**config.mk**
```make
export PLATFORM = sky130hd
export DESIGN_NAME = smc_sleep_ctrl
export DESIGN_NICKNAME = d
export VERILOG_FILES = /design/src/smc_pkg.sv /design/src/smc_sleep_ctrl.sv /design/src/smc_stall_cnt.sv
export SDC_FILE = /design/constraint.sdc
export NUM_CORES = 1
export LEC_CHECK = 0
export BUFFER_PORTS_ARGS = -buffer_cell sky130_fd_sc_hd__buf_2
export CORE_MARGIN = 10
export CORE_UTILIZATION = 40
export DETAILED_ROUTE_END_ITERATION = 7
export PLACE_DENSITY = 0.68
export SKIP_CTS_REPAIR_TIMING = 1
export SLEW_MARGIN = 20
export SYNTH_ARGS = -nofsm -noshare
export SYNTH_HDL_FRONTEND = slang
export SYNTH_SLANG_ARGS = --single-unit
```
**constraint.sdc**
```tcl
create_clock -name SYS_CLK -period 3.9 [get_ports SYS_CLK]
set_input_delay 0.78 -clock SYS_CLK [delete_from_list [all_inputs] [get_ports SYS_CLK]]
set_output_delay 0.78 -clock SYS_CLK [all_outputs]
set_load 0.02 [all_outputs]
```
**src/smc_pkg.sv**
```systemverilog
package smc_pkg;

  // Sleep mode select encoding, three bits
  localparam logic [2:0] MODE_IDLE     = 3'h0;
  localparam logic [2:0] MODE_PDOWN    = 3'h2;
  localparam logic [2:0] MODE_PSAVE    = 3'h3;
  localparam logic [2:0] MODE_STANDBY  = 3'h6;
  localparam logic [2:0] MODE_XSTANDBY = 3'h7;

  // Wake source vector bit positions
  localparam int WK_W         = 4;
  localparam int WK_PERIPH    = 0;
  localparam int WK_TWI_ADDR  = 1;
  localparam int WK_PORT_ASYN = 2;
  localparam int WK_USB_RES   = 3;

  // Wake sources that survive power-down
  localparam logic [3:0] PDOWN_WAKE_MASK = 4'hE;
  localparam logic [3:0] ALL_WAKE_MASK   = 4'hF;

  // Restart stall after wake, cycles
  localparam int STALL_CYCLES = 4;

  // Clock-domain gating bundle
  typedef struct packed {
    logic cpu_run;
    logic nvm_run;
    logic per_run;
    logic async_run;
    logic rtc_run;
  } smc_clk_t;

  localparam smc_clk_t CLK_ALL_ON = 5'h1F;

endpackage

```
**src/smc_sleep_ctrl.sv**
```systemverilog
`timescale 1ns/1ps

// How it works
// - Sleep instruction enters the selected sleep mode
// - Five modes, each gating different clock sets
// - Wake sources gated by configured sleep mode
// - Wake runs the ISR, then next instruction
// - Pending higher-priority interrupts serviced first
// - Core stalled four cycles after every wake
// - Register file, SRAM, registers retained asleep
// - Reset in sleep aborts and restarts vector
// - Idle stops CPU and nonvolatile memory clocks
// - Ongoing NVM programming finishes before stop
// - Idle keeps peripherals running, any interrupt wakes
// - Power-down stops every clock including RTC
// - Power-down wakes on TWI, async port, USB
// - Enter from active; interrupt or reset returns
module smc_sleep_ctrl (
  // Clock and reset
  input  wire logic             SYS_CLK,
  input  wire logic             SYS_RST,
  // Core side
  input  wire logic             SLEEP_EXEC,
  input  wire logic [2:0]       SLEEP_MODE,
  input  wire logic             SLEEP_EN,
  output logic                  CPU_HOLD,
  output logic                  SLEEP_ACTIVE,
  output logic [2:0]            SLEEP_MODE_CUR,
  // Interrupt controller side
  input  wire logic [3:0]       WAKE_REQ,
  output logic                  WAKE_PULSE,
  // Nonvolatile memory
  input  wire logic             NVM_BUSY,
  // Clock generator
  output smc_pkg::smc_clk_t     CLK_GATE,
  input  wire logic             CLK_READY
);

  typedef enum logic [2:0] {
    ST_ACTIVE, ST_NVM_WAIT, ST_SLEEP, ST_CLK_WAIT, ST_STALL
  } smc_state_t;

  smc_state_t        state_q;
  smc_state_t        state_d;
  logic [2:0]        mode_q;
  logic [2:0]        mode_d;
  smc_pkg::smc_clk_t gate_q;
  smc_pkg::smc_clk_t gate_d;
  logic              wake_q;
  logic              wake_d;
  logic [3:0]        wake_mask;
  logic              wake_hit;
  logic              stall_start;
  logic              stall_busy;
  logic              stall_done;

  // Wake sources allowed by the latched mode
  always_comb begin
    unique case (mode_q)
      smc_pkg::MODE_IDLE: wake_mask = smc_pkg::ALL_WAKE_MASK;
      smc_pkg::MODE_PDOWN: wake_mask = smc_pkg::PDOWN_WAKE_MASK;
      // Other modes keep the same async set as power-down
      default: wake_mask = smc_pkg::PDOWN_WAKE_MASK;
    endcase
  end

  assign wake_hit = |(WAKE_REQ & wake_mask);

  // Clock set stopped in each mode while asleep
  function automatic smc_pkg::smc_clk_t sleep_gates(input logic [2:0] m);
    smc_pkg::smc_clk_t g;
    g = smc_pkg::CLK_ALL_ON;
    g.cpu_run = 1'b0;
    g.nvm_run = 1'b0;
    unique case (m)
      smc_pkg::MODE_IDLE: begin
      end
      smc_pkg::MODE_PDOWN: begin
        g.per_run   = 1'b0;
        g.async_run = 1'b0;
        g.rtc_run   = 1'b0;
      end
      smc_pkg::MODE_PSAVE: begin
        g.per_run   = 1'b0;
        g.async_run = 1'b0;
      end
      // Extended standby keeps async and RTC so it differs from save
      smc_pkg::MODE_XSTANDBY: begin
        g.per_run = 1'b0;
      end
      smc_pkg::MODE_STANDBY: begin
        g.per_run = 1'b0;
        g.rtc_run = 1'b0;
      end
      default: begin
        g.per_run   = 1'b0;
        g.async_run = 1'b0;
        g.rtc_run   = 1'b0;
      end
    endcase
    return g;
  endfunction

  // Sequencer next state; clocks are only gated, never reset,
  // so all storage keeps its contents across sleep
  always_comb begin
    state_d     = state_q;
    mode_d      = mode_q;
    gate_d      = gate_q;
    wake_d      = 1'b0;
    stall_start = 1'b0;
    unique case (state_q)
      ST_ACTIVE: begin
        if (SLEEP_EXEC && SLEEP_EN) begin
          mode_d = SLEEP_MODE;
          if (NVM_BUSY) begin
            gate_d.cpu_run = 1'b0;
            state_d = ST_NVM_WAIT;
          end else begin
            gate_d  = sleep_gates(SLEEP_MODE);
            state_d = ST_SLEEP;
          end
        end
      end
      ST_NVM_WAIT: begin
        // Wake may come before programming ends
        if (wake_hit) begin
          gate_d  = smc_pkg::CLK_ALL_ON;
          state_d = ST_CLK_WAIT;
        end else if (!NVM_BUSY) begin
          gate_d  = sleep_gates(mode_q);
          state_d = ST_SLEEP;
        end
      end
      ST_SLEEP: begin
        if (wake_hit) begin
          gate_d  = smc_pkg::CLK_ALL_ON;
          state_d = ST_CLK_WAIT;
        end
      end
      ST_CLK_WAIT: begin
        if (CLK_READY) begin
          stall_start = 1'b1;
          state_d     = ST_STALL;
        end
      end
      ST_STALL: begin
        if (stall_done) begin
          wake_d  = 1'b1;
          state_d = ST_ACTIVE;
        end
      end
    endcase
  end

  // Sync reset returns straight to active and vector
  always_ff @(posedge SYS_CLK) begin
    if (SYS_RST) begin
      state_q <= ST_ACTIVE;
      mode_q  <= smc_pkg::MODE_IDLE;
      gate_q  <= smc_pkg::CLK_ALL_ON;
      wake_q  <= 1'b0;
    end else begin
      state_q <= state_d;
      mode_q  <= mode_d;
      gate_q  <= gate_d;
      wake_q  <= wake_d;
    end
  end

  smc_stall_cnt #(
    .CYCLES (smc_pkg::STALL_CYCLES)
  ) u_stall (
    .clk   (SYS_CLK),
    .rst   (SYS_RST),
    .start (stall_start),
    .busy  (stall_busy),
    .done  (stall_done)
  );

  // Core held from entry until the stall expires
  assign CPU_HOLD       = (state_q != ST_ACTIVE);
  assign SLEEP_ACTIVE   = (state_q == ST_SLEEP);
  assign SLEEP_MODE_CUR = mode_q;
  assign WAKE_PULSE     = wake_q;
  assign CLK_GATE       = gate_q;

  // Checks
  property p_stall_len;
    @(posedge SYS_CLK) disable iff (SYS_RST)
    stall_start |=> CPU_HOLD [*4] ##1 !CPU_HOLD;
  endproperty
  a_stall_len: assert property (p_stall_len)
    else $error("stall not four cycles");

  property p_noop;
    @(posedge SYS_CLK) disable iff (SYS_RST)
    (state_q == ST_ACTIVE && SLEEP_EXEC && !SLEEP_EN) |=> !CPU_HOLD;
  endproperty
  a_noop: assert property (p_noop)
    else $error("sleep taken while disabled");

  property p_idle_gate;
    @(posedge SYS_CLK) disable iff (SYS_RST)
    (SLEEP_ACTIVE && mode_q == smc_pkg::MODE_IDLE)
      |-> (!CLK_GATE.cpu_run && !CLK_GATE.nvm_run && CLK_GATE.per_run);
  endproperty
  a_idle_gate: assert property (p_idle_gate)
    else $error("idle gating wrong");

  property p_pdown_gate;
    @(posedge SYS_CLK) disable iff (SYS_RST)
    (SLEEP_ACTIVE && mode_q == smc_pkg::MODE_PDOWN)
      |-> (CLK_GATE == '0);
  endproperty
  a_pdown_gate: assert property (p_pdown_gate)
    else $error("power-down left a clock running");

  property p_pdown_wake;
    @(posedge SYS_CLK) disable iff (SYS_RST)
    (SLEEP_ACTIVE && mode_q == smc_pkg::MODE_PDOWN
     && WAKE_REQ == 4'h1) |=> SLEEP_ACTIVE;
  endproperty
  a_pdown_wake: assert property (p_pdown_wake)
    else $error("peripheral woke power-down");

  property p_idle_wake;
    @(posedge SYS_CLK) disable iff (SYS_RST)
    (SLEEP_ACTIVE && mode_q == smc_pkg::MODE_IDLE && |WAKE_REQ)
      |=> (state_q == ST_CLK_WAIT && CLK_GATE == smc_pkg::CLK_ALL_ON);
  endproperty
  a_idle_wake: assert property (p_idle_wake)
    else $error("idle did not wake");

  property p_nvm_wait;
    @(posedge SYS_CLK) disable iff (SYS_RST)
    (state_q == ST_NVM_WAIT) |-> CLK_GATE.nvm_run;
  endproperty
  a_nvm_wait: assert property (p_nvm_wait)
    else $error("NVM stopped while busy");

  property p_clk_first;
    @(posedge SYS_CLK) disable iff (SYS_RST)
    (state_q == ST_CLK_WAIT && !CLK_READY) |=> !stall_busy;
  endproperty
  a_clk_first: assert property (p_clk_first)
    else $error("stall began before clocks ready");

  property p_wake_end;
    @(posedge SYS_CLK) disable iff (SYS_RST)
    $rose(WAKE_PULSE) |-> (!CPU_HOLD && $past(CPU_HOLD));
  endproperty
  a_wake_end: assert property (p_wake_end)
    else $error("wake pulse misaligned");

  property p_enter;
    @(posedge SYS_CLK) disable iff (SYS_RST)
    (state_q == ST_ACTIVE && SLEEP_EXEC && SLEEP_EN && !NVM_BUSY)
      |=> (SLEEP_ACTIVE && SLEEP_MODE_CUR == $past(SLEEP_MODE));
  endproperty
  a_enter: assert property (p_enter)
    else $error("sleep not entered");

endmodule

```
**src/smc_stall_cnt.sv**
```systemverilog
`timescale 1ns/1ps

// Down counter that holds the core for a fixed number of cycles
module smc_stall_cnt #(
  parameter int CYCLES = 4
) (
  // Clock and reset
  input  wire logic clk,
  input  wire logic rst,
  // Control
  input  wire logic start,
  output logic      busy,
  output logic      done
);

  localparam int CW = $clog2(CYCLES + 1);
  localparam logic [CW-1:0] LOAD = CW'(CYCLES);
  localparam logic [CW-1:0] ONE  = CW'(1);
  localparam logic [CW-1:0] ZERO = '0;

  logic [CW-1:0] cnt_q;
  logic [CW-1:0] cnt_d;

  // Load on start, count down to zero
  always_comb begin
    cnt_d = cnt_q;
    if (start) begin
      cnt_d = LOAD;
    end else if (cnt_q != ZERO) begin
      cnt_d = cnt_q - ONE;
    end
  end

  always_ff @(posedge clk) begin
    if (rst) begin
      cnt_q <= ZERO;
    end else begin
      cnt_q <= cnt_d;
    end
  end

  assign busy = (cnt_q != ZERO);
  assign done = (cnt_q == ONE);

endmodule

```
-- After elaboration in Yosys (flattened, before gate mapping)
Index checks and enable logic that the tools add are counted.
W data, S select, Z words.
- register bits: 15
- latch bits: 0
- RAM bits: 0
- memory bits (read-only): 0
- output and inout bits: 11
- logic and storage cells: 75
- memories: 0
- add/subtract/negate cells: 1
- multiply operators: 0
- div/mod/pow operators: 0
- order comparisons: 0
- equal/unequal tests: 17
- shift operators: 0
- mux-type cells: 26
- bitwise operators: 2
- reductions and logical operators: 19
- operator list (kind ; number):
    $mux W3 ; 8
    $mux W5 ; 4
    $eq A3 B3 Y1 const B ; 5
    $pmux W3 S5 ; 1
    $pmux W5 S3 ; 1
    $eq A3 B2 Y1 const B ; 4
    $reduce_or A3 Y1 ; 4
    $mux W1 ; 10
    $reduce_and A5 Y1 ; 2
    $logic_not A3 Y1 ; 3
    $reduce_bool A3 Y1 ; 3
    $ne A2 B2 Y1 const B ; 4
    $eq A3 B1 Y1 const B ; 2
    $and A4 B4 Y4 ; 1
    $mux W4 ; 1
    $reduce_and A4 Y1 ; 1
    $reduce_or A2 Y1 ; 2
    $reduce_or A4 Y1 ; 1
    $ne A3 B3 Y1 const B ; 1
    $sub A3 B1 Y3 const B ; 1
    $mux W2 ; 1
    $ne A2 B1 Y1 const B ; 1
    $reduce_and A2 Y1 ; 1
    $reduce_bool A2 Y1 ; 1
    2 further kinds ; 2

-- Logic depth before layout (Yosys ltp)
- word-level depth: 6
- gate-level depth with buffers: 6
- gate-level depth less buffers: 6

-- Modules after synthesis
Synthesis repeated with hierarchy kept, for this count alone.
- cells, all modules: 105
- area, all modules: 902.1 µm²
- modules (own cells, without submodules) (module ; instances ; cells an instance ; area an instance (µm²) ; seq. area each (µm²)):
    smc_sleep_ctrl ; 1 ; 87 ; 719.4 ; 240.2
    smc_stall_cnt ; 1 ; 18 ; 182.7 ; 60.1

-- Worst setup path before layout
Ideal clock, no wire load.
- path kind: in2reg
- start: input port WAKE_REQ[0]
- end: register gate_q (netlist bit CLK_GATE[3])
- setup time: 0.122 ns
- arrival time: 1.737 ns
- required time: 3.778 ns
- slack: 2.041 ns
- cell stages on the path: 4
- path buffers: 0
- path through: or4b_4 > o211ai_2 > nand2b_2 > a221o_1
- word-level cells in the longest chain between the ends: 4
- RTL lines (item ; RTL line ; source):
    start: declaration ; smc_sleep_ctrl.sv:30 ; input wire logic [3:0] WAKE_REQ,
    $and A4 B4 Y4 * ; smc_sleep_ctrl.sv:67 ; assign wake_hit = |(WAKE_REQ & wake_mask);
    $reduce_or A4 Y1 * ; smc_sleep_ctrl.sv:67 ;
    $ne A3 B3 Y1 (no source line) (tied with other cells) ; -- ;
    $reduce_and A5 Y1 (no source line) / $pmux W5 S3 (equally long branches) ; -- ;
    end signal: assignment ; smc_sleep_ctrl.sv:161 ; gate_q <= smc_pkg::CLK_ALL_ON;
    end signal: assignment ; smc_sleep_ctrl.sv:166 ; gate_q <= gate_d;
    end: declaration ; smc_sleep_ctrl.sv:47 ; smc_pkg::smc_clk_t gate_q;
Mark *: on every way between the ends. The rest lies on a longest branch, timed or not.
A chain may end at the register's enable or synchronous reset.

-- Worst setup path in the final report
- start: register state_q[1]
- end: output port SLEEP_ACTIVE
- word-level cells in the longest chain between the ends: 1
- RTL lines (item ; RTL line ; source):
    start: declaration ; smc_sleep_ctrl.sv:43 ; smc_state_t state_q;
    start signal: assignment ; smc_sleep_ctrl.sv:164 ; state_q <= state_d;
    $eq A3 B2 Y1 ; smc_sleep_ctrl.sv:183 ; assign SLEEP_ACTIVE = (state_q == ST_SLEEP);
    end: declaration ; smc_sleep_ctrl.sv:27 ; output logic SLEEP_ACTIVE,
Every way passes these cells.

==> metrics <==
outcome=finished clean; Worst Hold Class=reg -> reg; Commonest cells post-synth=dfxtp_1, nor2_1, nand2_1; r2r endpoint=state_q[0]; Post-synth top flop=dfxtp_1; die height=67.1 um; met1 Use GR=0.104; Placer Congestion=0.798; aggregate global-route resource usage=0.0963; WHS Endpoint=CLK_GATE[4]; TritonCTS buffer count=3; Max Fanout on Critical Path=14; fraction of layout instances using a drive strength above 1=0.317; Mapped Cells=97; WP data required=3120 ps; initial antenna violation count=0; Yosys cell types=40; Worst Max-Slew Pin Slew=453 ps; Fmax=425 MHz; GR Util met3=0.0318; vias per cell=5.38; FILL cells=223; P_sw=0.000323 W; CTS HTree Levels=1; synthesized net count=113; dpl hpwl=1620 um; largest net degree at the start of global routing=15; Syn. warnings=0; switching share of power=0.438; Inst Count DP=143; FF-to-FF Start=state_q[1]; DRC viols=0; cell count of the worst hold path=1; Non-Filler Instances=147; leading area contributor after synthesis=dfxtp_1; met2 GRT Util=0.161; min-delay src=CLK_GATE[4]; Worst Setup Path Type=reg -> out; Slew HR=0.695; internal power=0.000415 W; pwr/cell area=717 nW/um^2; final net count=137; Layout Skew=4.02 ps; per-cell routed wire length=14.3 um; register area share after synthesis=0.339; first-pass GRT wire length=3420 um; final hold viol count=0; number of global-route vias before repair=809; asr flop ratio synth=0; fin crit period=2350 ps; Critical Path End Type=output port; Worst Reg-to-Reg Cells=4; unrepaired setup endpoints after global routing=no; router iterations before antenna repair=3; Post-Route WL=2100 um; LEAKAGE=0.440 nW; P&R area growth vs syn=16.1%; Clock Tree Root=clkbuf_4; # diodes=0; Sequential Power Share=0.357; count leader, synth=dfxtp_1; Area contributors post-synth=dfxtp_1, mux2i_1, ha_1; IO Port Bufs=23; Clock Tree Buf Depth=2; Final Power=0.000738 W; max-cap viol count=0; Clk pin slew, worst setup/hold paths=90 ps; final worst-path cycle share=0.603; number of I/O pins=24; logic gate share of total power=0.518; Clock power frac=0.124; CTS tree=yes; Peak VDD IR=320 uV; number of synthesized flops with an enable pin=0; clk_lat worst skew=290 ps; FF+latch count, synth=15; ANT nets after route=0; Rows=16; max-slew violation count=0; Initial Util=0.434; Die Width=67.1 um; top cell type's share of synthesized area=0.339; Detailed Route Iter0 Violations=16; Finish-stage setup viols=0; WP data arrival=1570 ps; GRT busiest layer=met2; DIE AREA=4500 sq um; register-to-register setup slack=2250 ps; crit path launch type=flip-flop; setup TNS=0 ps; vias=791; area of the mapped netlist=887 sq um; Clock Sinks=15; remaining global-route overflow=0; syn_area_per_cell=9.15 sq um; Core Box Area=2040 sq um
==> power by group through the flow <==
stage                     combinational, W  sequential, W  clock [W]
after floorplan                   0.000293       0.000274          0
after detailed placement          0.000387       0.000266          0
after global placement            0.000379       0.000262          0
after global routing              0.000425       0.000273  0.0000986
final                             0.000383       0.000264  0.0000918
after CTS                         0.000390       0.000264  0.0000941
==> through the flow <==
step | area, sq um | setup slack [ps] | hold slack [ps] | utilization
after global placement | 1000 | 1830 | 481 | 0.491
after CTS | 1030 | 1560 | 500 | 0.504
after detailed placement | 1000 | 1810 | 471 | 0.491
after floorplan | 887 | 2040 | 476 | -
final | 1030 | 1550 | 495 | 0.504
after global routing | 1030 | 1430 | 522 | 0.504
==> cell type report <==
class                   instances  area [sq um]  area share
multi-input cells              74           539       0.524
flip-flops and latches         15           300       0.292
repair buffers                 23           115       0.112
well taps                      27          33.8      0.0328
clock buffers                   4          26.3      0.0255
inverters                       4          15.0      0.0146
==> cell families after synthesis <==
kind of cell,count (synthesis),share of synthesized area
simple gates,39,0.269
compound gates,24,0.207
flops,15,0.339
buf+inv,8,0.0536
mux,6,0.0691
fa+ha+maj,3,0.0423
xor+xnor,2,0.0197
==> layout by cell type, fill, tap and decap left out, types with 2 or more instances in the layout <==
cell / instances
buf_2: 23
dfxtp_1: 15
nor2_1: 9
nand2_1: 8
a21oi_1: 6
mux2i_1: 5
o21ai_0: 5
inv_1: 4
nor3_1: 4
nand3_1: 3
ha_1: 3
clkbuf_4: 3
xnor2_1: 2
a221o_1: 2
nand2b_1: 2
a211oi_1: 2
==> worst max path at each step <==
stage | to | depth (start not counted) | from
floorplan | CLK_GATE[3] | 4 | WAKE_REQ[0]
global placement | CLK_GATE[0] | 5 | WAKE_REQ[2]
detailed placement | CLK_GATE[0] | 5 | WAKE_REQ[2]
CTS | SLEEP_ACTIVE | 2 | state_q[1]
global route | SLEEP_ACTIVE | 2 | state_q[1]
finish | SLEEP_ACTIVE | 2 | state_q[1]
==> layer usage <==
metal | part of all wire | up-vias | routed length [um]
met5 | 0 | - | 0
met4 | 0.021 | 0 | 44
met3 | 0.061 | 5 | 127
met2 | 0.46 | 17 | 962
met1 | 0.46 | 369 | 961
li1 | - | 400 | -
==> flip-flops by register name, summed over array words and instances, names as in the netlist <==
name / count
CLK_GATE: 5
SLEEP_MODE_CUR: 3
state_q: 3
u_stall.cnt_q: 3
WAKE_PULSE: 1
==> worst max-delay path, cell delays in order, from the launching register on <==
cell     delay, ps
dfxtp_1        590
nor3b_1        430
buf_2          250
(Power assumes the default switching activity.)
